==> src/hdl/cgs_pkg.sv <==
package cgs_pkg;
    localparam int ADDR_W = 8;
    localparam int DATA_W = 32;
    localparam int LO_W = 32;
    localparam int HI_W = 15;

    localparam logic [ADDR_W-1:0] OFF_WAKE_LO = 8'ha0;
    localparam logic [ADDR_W-1:0] OFF_WAKE_HI = 8'ha4;
    localparam logic [ADDR_W-1:0] OFF_SLEEP_LO = 8'ha8;
    localparam logic [ADDR_W-1:0] OFF_SLEEP_HI = 8'hac;
    localparam logic [ADDR_W-1:0] OFF_STAT_LO = 8'hb0;
    localparam logic [ADDR_W-1:0] OFF_STAT_HI = 8'hb4;
    localparam logic [ADDR_W-1:0] OFF_RAW = 8'hb8;
    localparam logic [ADDR_W-1:0] OFF_INTERRUPT_MASK_ENABLE = 8'hbc;
    localparam logic [ADDR_W-1:0] OFF_INTERRUPT_FORCE = 8'hc0;
    localparam logic [ADDR_W-1:0] OFF_INTERRUPT_MASKED_STATUS = 8'hc4;

    localparam logic [LO_W-1:0] RST_EN_LO = 32'hffffffff;
    localparam logic [HI_W-1:0] RST_EN_HI = 15'h7fff;
    localparam logic [LO_W-1:0] RST_STAT_LO = 32'h00000000;
    localparam logic [HI_W-1:0] RST_STAT_HI = 15'h0000;
    localparam int RESUS_BIT = 0;
endpackage

==> src/hdl/cgs_clock_gate.sv <==
// The plain strobed port was left to the implementer.
`timescale 1ns/1ps
// Notes on behaviour
// the upper sleep enable register holds fifteen rw bits 14..0 resetting to 1, 31..15 reserved.
// the lower status word shows which first-group branch enables are asserted, 0 after reset.
// the upper status word shows second-group branch enables in bits 14..0, 0 after reset.
// masked status bit 0 is the raw resuscitation event anded with enable bit 0, both reset 0.
// force bit 0 sets the masked status regardless of raw or enable, force resets to 0.
// wake enable registers hold one bit per branch clock, resetting to 1.
// each branch enable follows wake bits while awake and sleep bits while asleep, as reported.
module cgs_clock_gate (
    input wire logic CLK,
    input wire logic RST,
    input wire logic CE,
    input wire logic [cgs_pkg::ADDR_W-1:0] ADDR,
    input wire logic [cgs_pkg::DATA_W-1:0] WDATA,
    input wire logic WR,
    input wire logic RD,
    output logic [cgs_pkg::DATA_W-1:0] RDATA,
    input wire logic SLEEPING,
    input wire logic RESUS_EVENT,
    output logic [cgs_pkg::LO_W-1:0] BRANCH_EN_LO,
    output logic [cgs_pkg::HI_W-1:0] BRANCH_EN_HI,
    output logic RESUS_IRQ
);
    import cgs_pkg::*;

    logic [LO_W-1:0] wake_lo_q;
    logic [LO_W-1:0] wake_lo_d;
    logic [HI_W-1:0] wake_hi_q;
    logic [HI_W-1:0] wake_hi_d;
    logic [LO_W-1:0] sleep_lo_q;
    logic [LO_W-1:0] sleep_lo_d;
    logic [HI_W-1:0] sleep_hi_q;
    logic [HI_W-1:0] sleep_hi_d;
    logic interrupt_mask_enable_q;
    logic interrupt_mask_enable_d;
    logic interrupt_force_q;
    logic interrupt_force_d;
    logic raw_q;
    logic raw_d;
    logic interrupt_masked_status_q;
    logic interrupt_masked_status_d;
    logic [LO_W-1:0] stat_lo_q;
    logic [LO_W-1:0] stat_lo_d;
    logic [HI_W-1:0] stat_hi_q;
    logic [HI_W-1:0] stat_hi_d;
    logic [DATA_W-1:0] rdata_q;
    logic [DATA_W-1:0] rdata_d;
    logic wr_wake_lo;
    logic wr_wake_hi;
    logic wr_sleep_lo;
    logic wr_sleep_hi;
    logic wr_interrupt_mask_enable;
    logic wr_interrupt_force;
    logic rd_wake_lo;
    logic rd_wake_hi;
    logic rd_sleep_lo;
    logic rd_sleep_hi;
    logic rd_stat_lo;
    logic rd_stat_hi;
    logic rd_raw;
    logic rd_interrupt_mask_enable;
    logic rd_interrupt_force;
    logic rd_interrupt_masked_status;

    // one compare per register strobe, shared by write and read decode
    function automatic logic hit(input logic strobe, input logic [ADDR_W-1:0] addr,
        input logic [ADDR_W-1:0] off);
        hit = strobe && (addr == off);
    endfunction

    function automatic logic [DATA_W-1:0] pad_hi(input logic [HI_W-1:0] v);
        pad_hi = {{(DATA_W-HI_W){1'b0}}, v};
    endfunction

    function automatic logic [DATA_W-1:0] pad_bit(input logic v);
        pad_bit = {{(DATA_W-1){1'b0}}, v};
    endfunction

    always_comb begin
        wr_wake_lo = hit(WR, ADDR, OFF_WAKE_LO);
        wr_wake_hi = hit(WR, ADDR, OFF_WAKE_HI);
        wr_sleep_lo = hit(WR, ADDR, OFF_SLEEP_LO);
        wr_sleep_hi = hit(WR, ADDR, OFF_SLEEP_HI);
        wr_interrupt_mask_enable = hit(WR, ADDR, OFF_INTERRUPT_MASK_ENABLE);
        wr_interrupt_force = hit(WR, ADDR, OFF_INTERRUPT_FORCE);
        rd_wake_lo = hit(RD, ADDR, OFF_WAKE_LO);
        rd_wake_hi = hit(RD, ADDR, OFF_WAKE_HI);
        rd_sleep_lo = hit(RD, ADDR, OFF_SLEEP_LO);
        rd_sleep_hi = hit(RD, ADDR, OFF_SLEEP_HI);
        rd_stat_lo = hit(RD, ADDR, OFF_STAT_LO);
        rd_stat_hi = hit(RD, ADDR, OFF_STAT_HI);
        rd_raw = hit(RD, ADDR, OFF_RAW);
        rd_interrupt_mask_enable = hit(RD, ADDR, OFF_INTERRUPT_MASK_ENABLE);
        rd_interrupt_force = hit(RD, ADDR, OFF_INTERRUPT_FORCE);
        rd_interrupt_masked_status = hit(RD, ADDR, OFF_INTERRUPT_MASKED_STATUS);
    end

    // wake enables pick the running branches while awake
    always_comb begin
        wake_lo_d = wake_lo_q;
        if (wr_wake_lo) begin
            wake_lo_d = WDATA[LO_W-1:0];
        end
    end

    always_ff @(posedge CLK) begin
        if (RST) begin
            wake_lo_q <= RST_EN_LO;
        end else if (CE) begin
            wake_lo_q <= wake_lo_d;
        end
    end

    always_comb begin
        wake_hi_d = wake_hi_q;
        if (wr_wake_hi) begin
            wake_hi_d = WDATA[HI_W-1:0];
        end
    end

    always_ff @(posedge CLK) begin
        if (RST) begin
            wake_hi_q <= RST_EN_HI;
        end else if (CE) begin
            wake_hi_q <= wake_hi_d;
        end
    end

    always_comb begin
        sleep_lo_d = sleep_lo_q;
        if (wr_sleep_lo) begin
            sleep_lo_d = WDATA[LO_W-1:0];
        end
    end

    always_ff @(posedge CLK) begin
        if (RST) begin
            sleep_lo_q <= RST_EN_LO;
        end else if (CE) begin
            sleep_lo_q <= sleep_lo_d;
        end
    end

    always_comb begin
        sleep_hi_d = sleep_hi_q;
        if (wr_sleep_hi) begin
            sleep_hi_d = WDATA[HI_W-1:0];
        end
    end

    always_ff @(posedge CLK) begin
        if (RST) begin
            sleep_hi_q <= RST_EN_HI;
        end else if (CE) begin
            sleep_hi_q <= sleep_hi_d;
        end
    end

    always_comb begin
        interrupt_mask_enable_d = interrupt_mask_enable_q;
        if (wr_interrupt_mask_enable) begin
            interrupt_mask_enable_d = WDATA[RESUS_BIT];
        end
    end

    always_ff @(posedge CLK) begin
        if (RST) begin
            interrupt_mask_enable_q <= 1'b0;
        end else if (CE) begin
            interrupt_mask_enable_q <= interrupt_mask_enable_d;
        end
    end

    always_comb begin
        interrupt_force_d = interrupt_force_q;
        if (wr_interrupt_force) begin
            interrupt_force_d = WDATA[RESUS_BIT];
        end
    end

    always_ff @(posedge CLK) begin
        if (RST) begin
            interrupt_force_q <= 1'b0;
        end else if (CE) begin
            interrupt_force_q <= interrupt_force_d;
        end
    end

    // raw bit not sticky; the detector holds its event
    always_comb begin
        raw_d = RESUS_EVENT;
    end

    always_ff @(posedge CLK) begin
        if (RST) begin
            raw_q <= 1'b0;
        end else if (CE) begin
            raw_q <= raw_d;
        end
    end

    // force wins over the mask so software can test the path
    always_comb begin
        interrupt_masked_status_d = 1'b0;
        if (interrupt_force_q) begin
            interrupt_masked_status_d = 1'b1;
        end else if (raw_q && interrupt_mask_enable_q) begin
            interrupt_masked_status_d = 1'b1;
        end
    end

    always_ff @(posedge CLK) begin
        if (RST) begin
            interrupt_masked_status_q <= 1'b0;
        end else if (CE) begin
            interrupt_masked_status_q <= interrupt_masked_status_d;
        end
    end

    // status lags the enable registers by one cycle, same as the branch outputs
    always_comb begin
        if (SLEEPING) begin
            stat_lo_d = sleep_lo_q;
        end else begin
            stat_lo_d = wake_lo_q;
        end
    end

    always_ff @(posedge CLK) begin
        if (RST) begin
            stat_lo_q <= RST_STAT_LO;
        end else if (CE) begin
            stat_lo_q <= stat_lo_d;
        end
    end

    always_comb begin
        if (SLEEPING) begin
            stat_hi_d = sleep_hi_q;
        end else begin
            stat_hi_d = wake_hi_q;
        end
    end

    always_ff @(posedge CLK) begin
        if (RST) begin
            stat_hi_q <= RST_STAT_HI;
        end else if (CE) begin
            stat_hi_q <= stat_hi_d;
        end
    end

    // unmapped offsets read 0; nothing is held after the read cycle unless ce is low
    always_comb begin
        rdata_d = '0;
        if (rd_wake_lo) begin
            rdata_d = wake_lo_q;
        end
        if (rd_wake_hi) begin
            rdata_d = pad_hi(wake_hi_q);
        end
        if (rd_sleep_lo) begin
            rdata_d = sleep_lo_q;
        end
        if (rd_sleep_hi) begin
            rdata_d = pad_hi(sleep_hi_q);
        end
        if (rd_stat_lo) begin
            rdata_d = stat_lo_q;
        end
        if (rd_stat_hi) begin
            rdata_d = pad_hi(stat_hi_q);
        end
        if (rd_raw) begin
            rdata_d = pad_bit(raw_q);
        end
        if (rd_interrupt_mask_enable) begin
            rdata_d = pad_bit(interrupt_mask_enable_q);
        end
        if (rd_interrupt_force) begin
            rdata_d = pad_bit(interrupt_force_q);
        end
        if (rd_interrupt_masked_status) begin
            rdata_d = pad_bit(interrupt_masked_status_q);
        end
    end

    // ce low freezes every register, read data included
    always_ff @(posedge CLK) begin
        if (RST) begin
            rdata_q <= '0;
        end else if (CE) begin
            rdata_q <= rdata_d;
        end
    end

    assign RDATA = rdata_q;
    assign BRANCH_EN_LO = stat_lo_q;
    assign BRANCH_EN_HI = stat_hi_q;
    assign RESUS_IRQ = interrupt_masked_status_q;
endmodule

==> config.mk <==
export PLATFORM = sky130hd
export DESIGN_NAME = cgs_clock_gate
export DESIGN_NICKNAME = d
export VERILOG_FILES = /design/src/hdl/cgs_pkg.sv /design/src/hdl/cgs_clock_gate.sv
export SDC_FILE = /design/constraint.sdc
export NUM_CORES = 1
export LEC_CHECK = 0
export ABC_AREA = 0
export BUFFER_PORTS_ARGS = -buffer_cell sky130_fd_sc_hd__buf_2
export CORE_ASPECT_RATIO = 0.7
export CORE_UTILIZATION = 46
export CTS_BUF_LIST = sky130_fd_sc_hd__clkbuf_2 sky130_fd_sc_hd__clkbuf_4 sky130_fd_sc_hd__clkbuf_8
export DETAILED_ROUTE_END_ITERATION = 8
export HOLD_SLACK_MARGIN = 0.08
export PLACE_DENSITY = 0.74
export SLEW_MARGIN = 30
export SYNTH_ARGS = -nofsm -noshare
export SYNTH_HDL_FRONTEND = slang
export SYNTH_SLANG_ARGS = --single-unit
==> constraint.sdc <==
create_clock -name CLK -period 2.95 [get_ports CLK]
set_input_delay 0.59 -clock CLK [delete_from_list [all_inputs] [get_ports CLK]]
set_output_delay 0.59 -clock CLK [all_outputs]
set_load 0.1 [all_outputs]
* Word level (Yosys, flattened, before mapping)
Index checks and enable logic that the tools add are counted.
** Word-level totals
- Register bits :: 177
- Input port bits :: 47
- Logic and storage cells :: 58
** Operators by class
- Eq/ne operators :: 10
- Mux-type cells :: 14
- Reduce and logical (&&, ||, !) cells :: 23
** Operators by type and width (count)
- 32-bit two-way mux :: 11
- 8-bit == test, second input constant :: 10
- 1-bit logical AND :: 17
- 15-bit two-way mux :: 1
- 2-bit AND reduction :: 6
- 1-bit two-way mux :: 2

* Logic depth before layout (Yosys ltp)
Gate-level depths: netlist (run 1).
- Word-level depth :: 12
- Depth in mapped cells :: 8
- Depth with buffers taken out :: 5

* Least setup slack after synthesis (run 1)
Ideal clock, no wire load.
- Path type :: in2reg
- Start :: in ADDR[3] in the netlist's numbering
- End :: reg rdata_q[0] (netlist: RDATA[0])
- Library setup time :: 0.134 ns
- Arrival time :: 1.784 ns
- Required time :: 2.816 ns
- Slack :: 1.032 ns
- Stages on the path :: 7
- Path buffers :: 2
- Cell sequence :: buf_4 -> buf_4 -> mux4_2 -> a22oi_1 -> nor3_1 -> a21oi_1 -> o32ai_1
** On the way
- Cells in the longest elaborated chain, start to end :: 12
- Elaborated cells between the ends (all ways) :: 30
- Classes of those cells :: eq/ne (10); mux (10); reduce/logical (10)
** RTL lines
- start, declared :: RTL line cgs_clock_gate.sv:15 : input wire logic [cgs_pkg::ADDR_W-1:0] ADDR,
- 8-bit == test :: RTL line cgs_clock_gate.sv:70 : hit = strobe && (addr == off);
- 1-bit logical AND :: RTL line cgs_clock_gate.sv:70
- 32-bit two-way mux :: RTL line cgs_clock_gate.sv:258 : if (rd_wake_lo) begin
- 32-bit two-way mux :: RTL line cgs_clock_gate.sv:261 : if (rd_wake_hi) begin
- 32-bit two-way mux :: RTL line cgs_clock_gate.sv:264 : if (rd_sleep_lo) begin
- 32-bit two-way mux :: RTL line cgs_clock_gate.sv:267 : if (rd_sleep_hi) begin
- 32-bit two-way mux :: RTL line cgs_clock_gate.sv:270 : if (rd_stat_lo) begin
- 32-bit two-way mux :: RTL line cgs_clock_gate.sv:273 : if (rd_stat_hi) begin
- 32-bit two-way mux :: RTL line cgs_clock_gate.sv:276 : if (rd_raw) begin
- 32-bit two-way mux :: RTL line cgs_clock_gate.sv:279 : if (rd_interrupt_mask_enable) begin
- 32-bit two-way mux :: RTL line cgs_clock_gate.sv:282 : if (rd_interrupt_force) begin
- 32-bit two-way mux (*) :: RTL line cgs_clock_gate.sv:285 : if (rd_interrupt_masked_status) begin
- end signal, assigned :: RTL line cgs_clock_gate.sv:295 : rdata_q <= rdata_d;
- end, declared :: RTL line cgs_clock_gate.sv:48 : logic [DATA_W-1:0] rdata_q;
Every way passes the cells marked *; elsewhere a longest branch is shown, timed or not.
A chain may end at the register's enable or synchronous reset.

* Worst setup path after layout (run 1)
- Start :: in ADDR[6] in the netlist's numbering
- End :: reg wake_hi_q[11]
** On the way
- Cells in the longest elaborated chain, start to end :: 3
** RTL lines
- 8-bit == test :: RTL line cgs_clock_gate.sv:70
- 1-bit logical AND :: RTL line cgs_clock_gate.sv:70
- 2-bit AND reduction (no source line)
- end signal, assigned :: RTL line cgs_clock_gate.sv:127 : wake_hi_q <= wake_hi_d;
- end, declared :: RTL line cgs_clock_gate.sv:30 : logic [HI_W-1:0] wake_hi_q;
Every way passes these cells.

==> impl_metrics.ini, run 1 <==
[cells_and_area]
final_cell_count_no_fill = 1219
final_layout_size_suffix_gt1_share_pct = 21.2
syn_to_final_growth_pct = 16.1
nFillCells = 1500
final_area_um2 = 9280
layout.nets = 1028
diodes = 0

[sta]
layout_min_cycle_time_ns = 2.25
worst_slew_pin_slew_ns = 0.641
rsz0062_at_grt = no
period_share_pct = 76.2
relSlewSlack_pct = 56.7
finalMaxSlewViolations = 0
finalSetupTns_ns = 0
skew_ns = 0.0129
setup_viol = 0
fmax_mhz = 445
setup_slack_ns = 0.703
hold_violations = 0

[route]
avgRoutedWirePerCell_um = 17.9
vias_per_cell = 5.67
ant_nets = 0
drt_iter0_drc = 648
wl_mm = 21.9
vias = 6908
drc_errors = 0
dr.pass1.iters = 5

[cts]
clkLatencyLatePin_ns = 0.47
cts-hold-fix-buffers = 0
cts_sinks = 177
ctsResizeCount = 0
cts_tree = built
cts_buffers = 17
clockBufferDepth = 2
clockRootBuffer = clkbuf_8
htreeDepth = 4
cts_setup_buffers = 0
path_clk_slew_ns = 0.11

[floorplan]
core_area_um2 = 16600
initial_core_util_pct = 48.1
dieWidth_um = 160
floorplan.die_area_um2 = 17900
num_io_pins = 127
die_y_um = 112
rows = 39

[setup_path]
path_cells = buf_2, nand4bb_1, buf_4, or3_1, nand2_1, nand3b_1
reg2reg_depth = 5
reg2reg_slack_ns = 1.60
cp_max_fo = 15
start_kind = primary input
end_kind = register
timing.rr.start = sleep_hi_q[0]$_SDFFE_PP1P_
arrival_ns = 2.60
max_stage_delay_ns = 0.65
critPathRequiredTime_ns = 3.30
cp_slowest_cell = or3_1
timing.rr.end = RDATA[0]$_SDFFE_PP0P_
worstSetupPathType = in2reg

[yosys]
syn-num-nets = 931
synth-seq-cells = 177
syn_area_per_cell_um2 = 9.05
syn_inst = 884
ys.flop_type = dfxtp_1
ys_warn_count = 0
syn_area_um2 = 8000
synth.distinct_cells = 47
async_flop_share_pct = 0
synth-edff-count = 0
yosysSeqAreaShare_pct = 44.3

[global_route]
grt_start_max_net_pins = 114
antenna_found_initial = 1
grt.overflow.total = 0
grt_pass1_vias = 6366
grt_pass1_wl_mm = 34.7
grt_usage_pct = 24.5

[placed_design]
dp.cells = 1187
place.gp.congestion = 0.866
dp_hpwl_mm = 14.5
placed_area_um2 = 8850
portBuffers = 126
dp_slack_ns = 0.279

[power]
p_per_area_nw_per_um2 = 542
peakVddDrop_v = 0.000302
power_leakage_uw = 0.00414
total_power_uw = 5030

[worst_hold_path]
hold_depth = 3
hp-start = WDATA[25]
hold_end = wake_lo_q[25]$_SDFFE_PP1P_
hold_class = in2reg

[flow_run]
cap_viol_max_count = 0

[outcome]
status = complete, no violations
## area by class of cell
type                       instances  area [µm²]  area share, %
tap                              225         282           3.03
sequential                       177        3540           38.2
timing repair buffer             150         878           9.46
clock buffer                      17         234           2.52
clock inverter                    15         195           2.10
multi-input combinational        633        4140           44.6
inverter                           2        7.51         0.0809
## cells by family after synthesis
group,synth area share (%)
flip-flops,44.3
AND/OR/NAND/NOR,24.2
multiplexers,11.0
buffers and inverters,4.10
AO/OA/AOI/OAI,16.4
## cell usage after synthesis (2+ instances only)
| library cell | n | share of area [%] |
|---|---|---|
| nor4bb_1 | 2 | 0.25 |
| buf_1 | 6 | 0.28 |
| clkbuf_1 | 38 | 1.8 |
| a22o_1 | 24 | 2.6 |
| a21oi_1 | 17 | 1.1 |
| o21a_1 | 7 | 0.66 |
| buf_2 | 22 | 1.4 |
| o31ai_2 | 7 | 1.1 |
| nor2_1 | 71 | 3.3 |
| o32a_1 | 7 | 0.88 |
| buf_4 | 6 | 0.56 |
| a22oi_1 | 2 | 0.19 |
| nand2b_1 | 3 | 0.23 |
| a211o_1 | 15 | 1.6 |
| mux4_2 | 8 | 2.3 |
| a2bb2oi_1 | 14 | 1.5 |
| nor3_1 | 3 | 0.19 |
| mux2i_1 | 68 | 8.5 |
| nor2b_1 | 17 | 1.3 |
| nand2_1 | 193 | 9.1 |
| o21ai_0 | 26 | 1.6 |
| nand3b_1 | 80 | 7.5 |
| dfxtp_1 | 177 | 44 |
| a211oi_1 | 48 | 4.5 |
## layer usage
layer	global-route usage, %	up-vias	share of wire (%)
met5	0	-	0.059
met4	5.90	2	0.96
met3	5.25	21	8.2
met2	35.8	275	42
met1	36.6	3301	49
li1	-	3309	-
## placed cells by master (no fill, tap or decap), drive strengths merged, types with 3 or more instances in the layout
master	instances
a2bb2oi	14
o21ai	27
dfxtp	177
nand2	193
clkbuf	17
o31ai	7
clkinv	6
a211oi	48
a21oi	17
nand3b	80
a211o	15
nor3	4
a22o	24
o32a	7
nand2b	3
nor2b	17
inv	9
mux4	8
o21a	7
buf	150
mux2i	68
nor2	74
## through the flow
stage | hold WS, ns | utilization (%)
global route | 0.334 | 55.8
finish | 0.342 | 55.8
floorplan | 0.454 | -
detailed placement | 0.458 | 53.2
global placement | 0.459 | 53.2
CTS | 0.324 | 55.8
## worst max-delay path: cells and delay by family
kind,cells,cell delay [ns]
buffers and inverters,2,0.52
AND/OR/NAND/NOR,4,1.48
## registers in the layout (all words and copies together) (netlist names)
register and count:
wake_lo_q 32, BRANCH_EN_HI 15, RDATA 32, sleep_lo_q 32, RESUS_IRQ 1, interrupt_force_q 1
BRANCH_EN_LO 32, wake_hi_q 15, raw_q 1, interrupt_mask_enable_q 1, sleep_hi_q 15
## power by group
part           total (µW)  switching (µW)  leakage (µW)  internal, µW
sequential           2480            42.6       0.00145          2440
clock                1800            1000      0.000218           799
combinational         743             576       0.00248           167
total                5030            1620       0.00414          3410
## worst max path at each step
stage | from | endpoint | slack [ns] | cells past startpoint
after floorplan | ADDR[3] | RDATA[0]$_SDFFE_PP0P_ | 1.03 | 7
after global placement | ADDR[6] | wake_hi_q[14]$_SDFFE_PP1P_ | 0.32 | 6
after detailed placement | ADDR[6] | wake_hi_q[11]$_SDFFE_PP1P_ | 0.28 | 6
after CTS | ADDR[6] | wake_hi_q[11]$_SDFFE_PP1P_ | 0.78 | 6
after global routing | ADDR[6] | wake_hi_q[3]$_SDFFE_PP1P_ | 0.67 | 6
final | ADDR[6] | wake_hi_q[11]$_SDFFE_PP1P_ | 0.70 | 6
No activity file was read; power rests on OpenSTA's default activity.
==> run 2, diff against run 1 <==
--- a/config.mk
+++ b/config.mk
@@ -5,14 +5,14 @@
 export SDC_FILE = /design/constraint.sdc
 export NUM_CORES = 1
 export LEC_CHECK = 0
-export ABC_AREA = 0
+export ABC_AREA = 1
 export BUFFER_PORTS_ARGS = -buffer_cell sky130_fd_sc_hd__buf_2
 export CORE_ASPECT_RATIO = 0.7
 export CORE_UTILIZATION = 46
 export CTS_BUF_LIST = sky130_fd_sc_hd__clkbuf_2 sky130_fd_sc_hd__clkbuf_4 sky130_fd_sc_hd__clkbuf_8
 export DETAILED_ROUTE_END_ITERATION = 8
 export HOLD_SLACK_MARGIN = 0.08
-export PLACE_DENSITY = 0.74
+export PLACE_DENSITY = 0.77
 export SLEW_MARGIN = 30
 export SYNTH_ARGS = -nofsm -noshare
 export SYNTH_HDL_FRONTEND = slang
==> constraint.sdc (replaced) <==
create_clock -name CLK -period 2 [get_ports CLK]
set_input_delay 0.4 -clock CLK [delete_from_list [all_inputs] [get_ports CLK]]
set_output_delay 0.4 -clock CLK [all_outputs]
set_load 0.1 [all_outputs]
==> run 2 against run 1 <==
Clock skew decreased by 0.0028 ns. Clock power up 37%. Via count up 10%. Critical endpoint is now BRANCH_EN_LO[12]. Highest routed layer is now met4.
==> impl_metrics.ini, run 2 <==
[cts]
path_clk_slew_ns = 0.09
cts_setup_buffers = 0
clockRootBuffer = clkbuf_8
cts_sinks = 177
cts-hold-fix-buffers = 0
htreeDepth = 4
clockBufferDepth = 2
cts_tree = built
cts_buffers = 17
ctsResizeCount = 0
clkLatencyLatePin_ns = 0.46

[setup_path]
cp-endpoint = BRANCH_EN_LO[12]
cp_max_fo = 3
max_stage_delay_ns = 0.45
reg2reg_slack_ns = 0.96
cp_slowest_cell = buf_2
critical_path.top_delay_family = buffers and inverters
timing.rr.start = BRANCH_EN_HI[0]$_SDFFE_PP0P_
end_kind = primary output
start_kind = register
crit_path_start = BRANCH_EN_LO[12]$_SDFFE_PP0P_
critPathRequiredTime_ns = 1.60
reg2reg_depth = 6
crit_buf_inv = 1
crit_cells = 1
worstSetupPathType = reg2out
timing.rr.end = RDATA[0]$_SDFFE_PP0P_
arrival_ns = 1.32
path_cells = buf_2

[flow_run]
cap_viol_max_count = 0

[route]
dr.pass1.iters = 7
vias_per_cell = 5.40
wl_mm = 21.6
vias = 7626
ant_nets = 0
avgRoutedWirePerCell_um = 15.3
drc_errors = 0
drt_iter0_drc = 793

[floorplan]
core_area_um2 = 16500
floorplan.die_area_um2 = 17700
num_io_pins = 127
rows = 39
initial_core_util_pct = 47.8
dieWidth_um = 159
die_y_um = 112

[cells_and_area]
diodes = 0
final_cell_count_no_fill = 1411
final_layout_size_suffix_gt1_share_pct = 18.6
mostFrequentLayoutCells = nand2_1, dfxtp_1, o211ai_1
layout.nets = 1220
final_common_cell = nand2_1
syn_to_final_growth_pct = 17.3
final_area_um2 = 9280

[yosys]
yosysSeqAreaShare_pct = 44.8
synth-seq-cells = 177
synth_area_leaders = dfxtp_1, o211ai_1, nand2_1
syn_inst = 1071
synth_top_area_share_pct = 44.8
async_flop_share_pct = 0
syn-num-nets = 1118
synth-edff-count = 0
ys.flop_type = dfxtp_1
synth.top_cells.by_count = nand2_1, dfxtp_1, o211ai_1
synth.distinct_cells = 31
ys_warn_count = 0
synth_top_area_cell = dfxtp_1
syn_area_um2 = 7910
syn_area_per_cell_um2 = 7.38
synth.most_common_cell = nand2_1

[worst_hold_path]
hold_class = in2reg
hold_depth = 3

[sta]
rsz0062_at_grt = no
layout_min_cycle_time_ns = 1.72
finalMaxSlewViolations = 0
worst_slew_pin_slew_ns = 0.523
fmax_mhz = 582
setup_viol = 0
fin_hold_ws_ns = 0.234
period_share_pct = 85.9
setup_slack_ns = 0.282
relSlewSlack_pct = 65.4
finalSetupTns_ns = 0
hold_violations = 0
skew_ns = 0.0101

[global_route]
gr-usage-met1_pct = 36.5
grt_pass1_vias = 6737
grt_pass1_wl_mm = 35.4
grt_start_max_net_pins = 96
grt.overflow.total = 0
grt_usage_pct = 24.9
grt-busiest-layer = met1
antenna_found_initial = 0
grt_util_met2_pct = 35.8
use_met3_pct = 6.26

[placed_design]
placed_area_um2 = 8880
dp_slack_ns = 0.144
dp.cells = 1379
portBuffers = 126
place.gp.congestion = 0.859
dp_hpwl_mm = 14.4

[power]
p_int_uw = 4980
switching_share_pct = 31.3
peakVddDrop_v = 0.000389
power_switching_uw = 2270
power_leakage_uw = 0.00500
seqPwrFrac_pct = 50.6
p_per_area_nw_per_um2 = 782
power_frac_clock_pct = 34.1
pwr-share-comb_pct = 15.3

[outcome]
status = complete, no violations
==> run 2: changes by cell type after synthesis, sizes merged, moves of 55 or more <==
cell and change:
mux2i -68, nand3b -80, inv +124, nand2 +113, a21oi +55, o211ai +165
==> run 2: layout make-up <==
type	count	area, µm²
Clock buffer	19	262
Sequential cell	177	3540
Tap cell	225	282
Fill cell	1583	7270
Timing Repair Buffer	160	1030
Multi-Input combinational cell	689	3540
Clock inverter	13	134
Inverter	128	484
==> run 2: kinds of logic after synthesis <==
| group | Yosys count | synth area share, % |
|---|---|---|
| buffers and inverters | 205 | 10.4 |
| AND/OR/NAND/NOR | 409 | 21.6 |
| AO/OA/AOI/OAI | 280 | 23.2 |
| flip-flops | 177 | 44.8 |
==> run 2: worst min-delay path by stage <==
| stage | from | endpoint | slack, ns |
|---|---|---|---|
| after global routing | WDATA[29] | sleep_lo_q[29]$_SDFFE_PP1P_ | 0.21 |
| after CTS | WDATA[25] | wake_lo_q[25]$_SDFFE_PP1P_ | 0.21 |
| after floorplan | raw_q$_SDFFE_PP0P_ | RESUS_IRQ$_SDFFE_PP0P_ | 0.43 |
| after detailed placement | raw_q$_SDFFE_PP0P_ | RESUS_IRQ$_SDFFE_PP0P_ | 0.45 |
| after global placement | raw_q$_SDFFE_PP0P_ | RESUS_IRQ$_SDFFE_PP0P_ | 0.44 |
| final | WDATA[22] | wake_lo_q[22]$_SDFFE_PP1P_ | 0.23 |
==> run 2: power by group through the flow <==
stage / registers [µW] / clock network (µW) / logic, µW
final: 3670 / 2470 / 1110
after global routing: 3680 / 2680 / 1170
after CTS: 3670 / 2520 / 1110
after detailed placement: 3750 / 0 / 1110
after global placement: 3750 / 0 / 1100
after floorplan: 4300 / 0 / 303
==> run 2: stage by stage <==
stage / power [µW] / util, %
global placement: 4850 / 53.7
CTS: 7300 / 56.1
finish: 7250 / 56.1
floorplan: 4600 / -
detailed placement: 4860 / 53.7
global route: 7530 / 56.1
==> run 2: tightest hold or removal path: stages <==
cell	delay, ns
buf_2	0.09
inv_1	0.07
o211ai_1	0.09
==> run 2: metal layers <==
metal  vias to the layer above  share of wire (%)
met5                         -                  0
met4                         0                1.5
met3                        29                8.5
met2                       323                 42
met1                      3492                 48
li1                       3782                  -
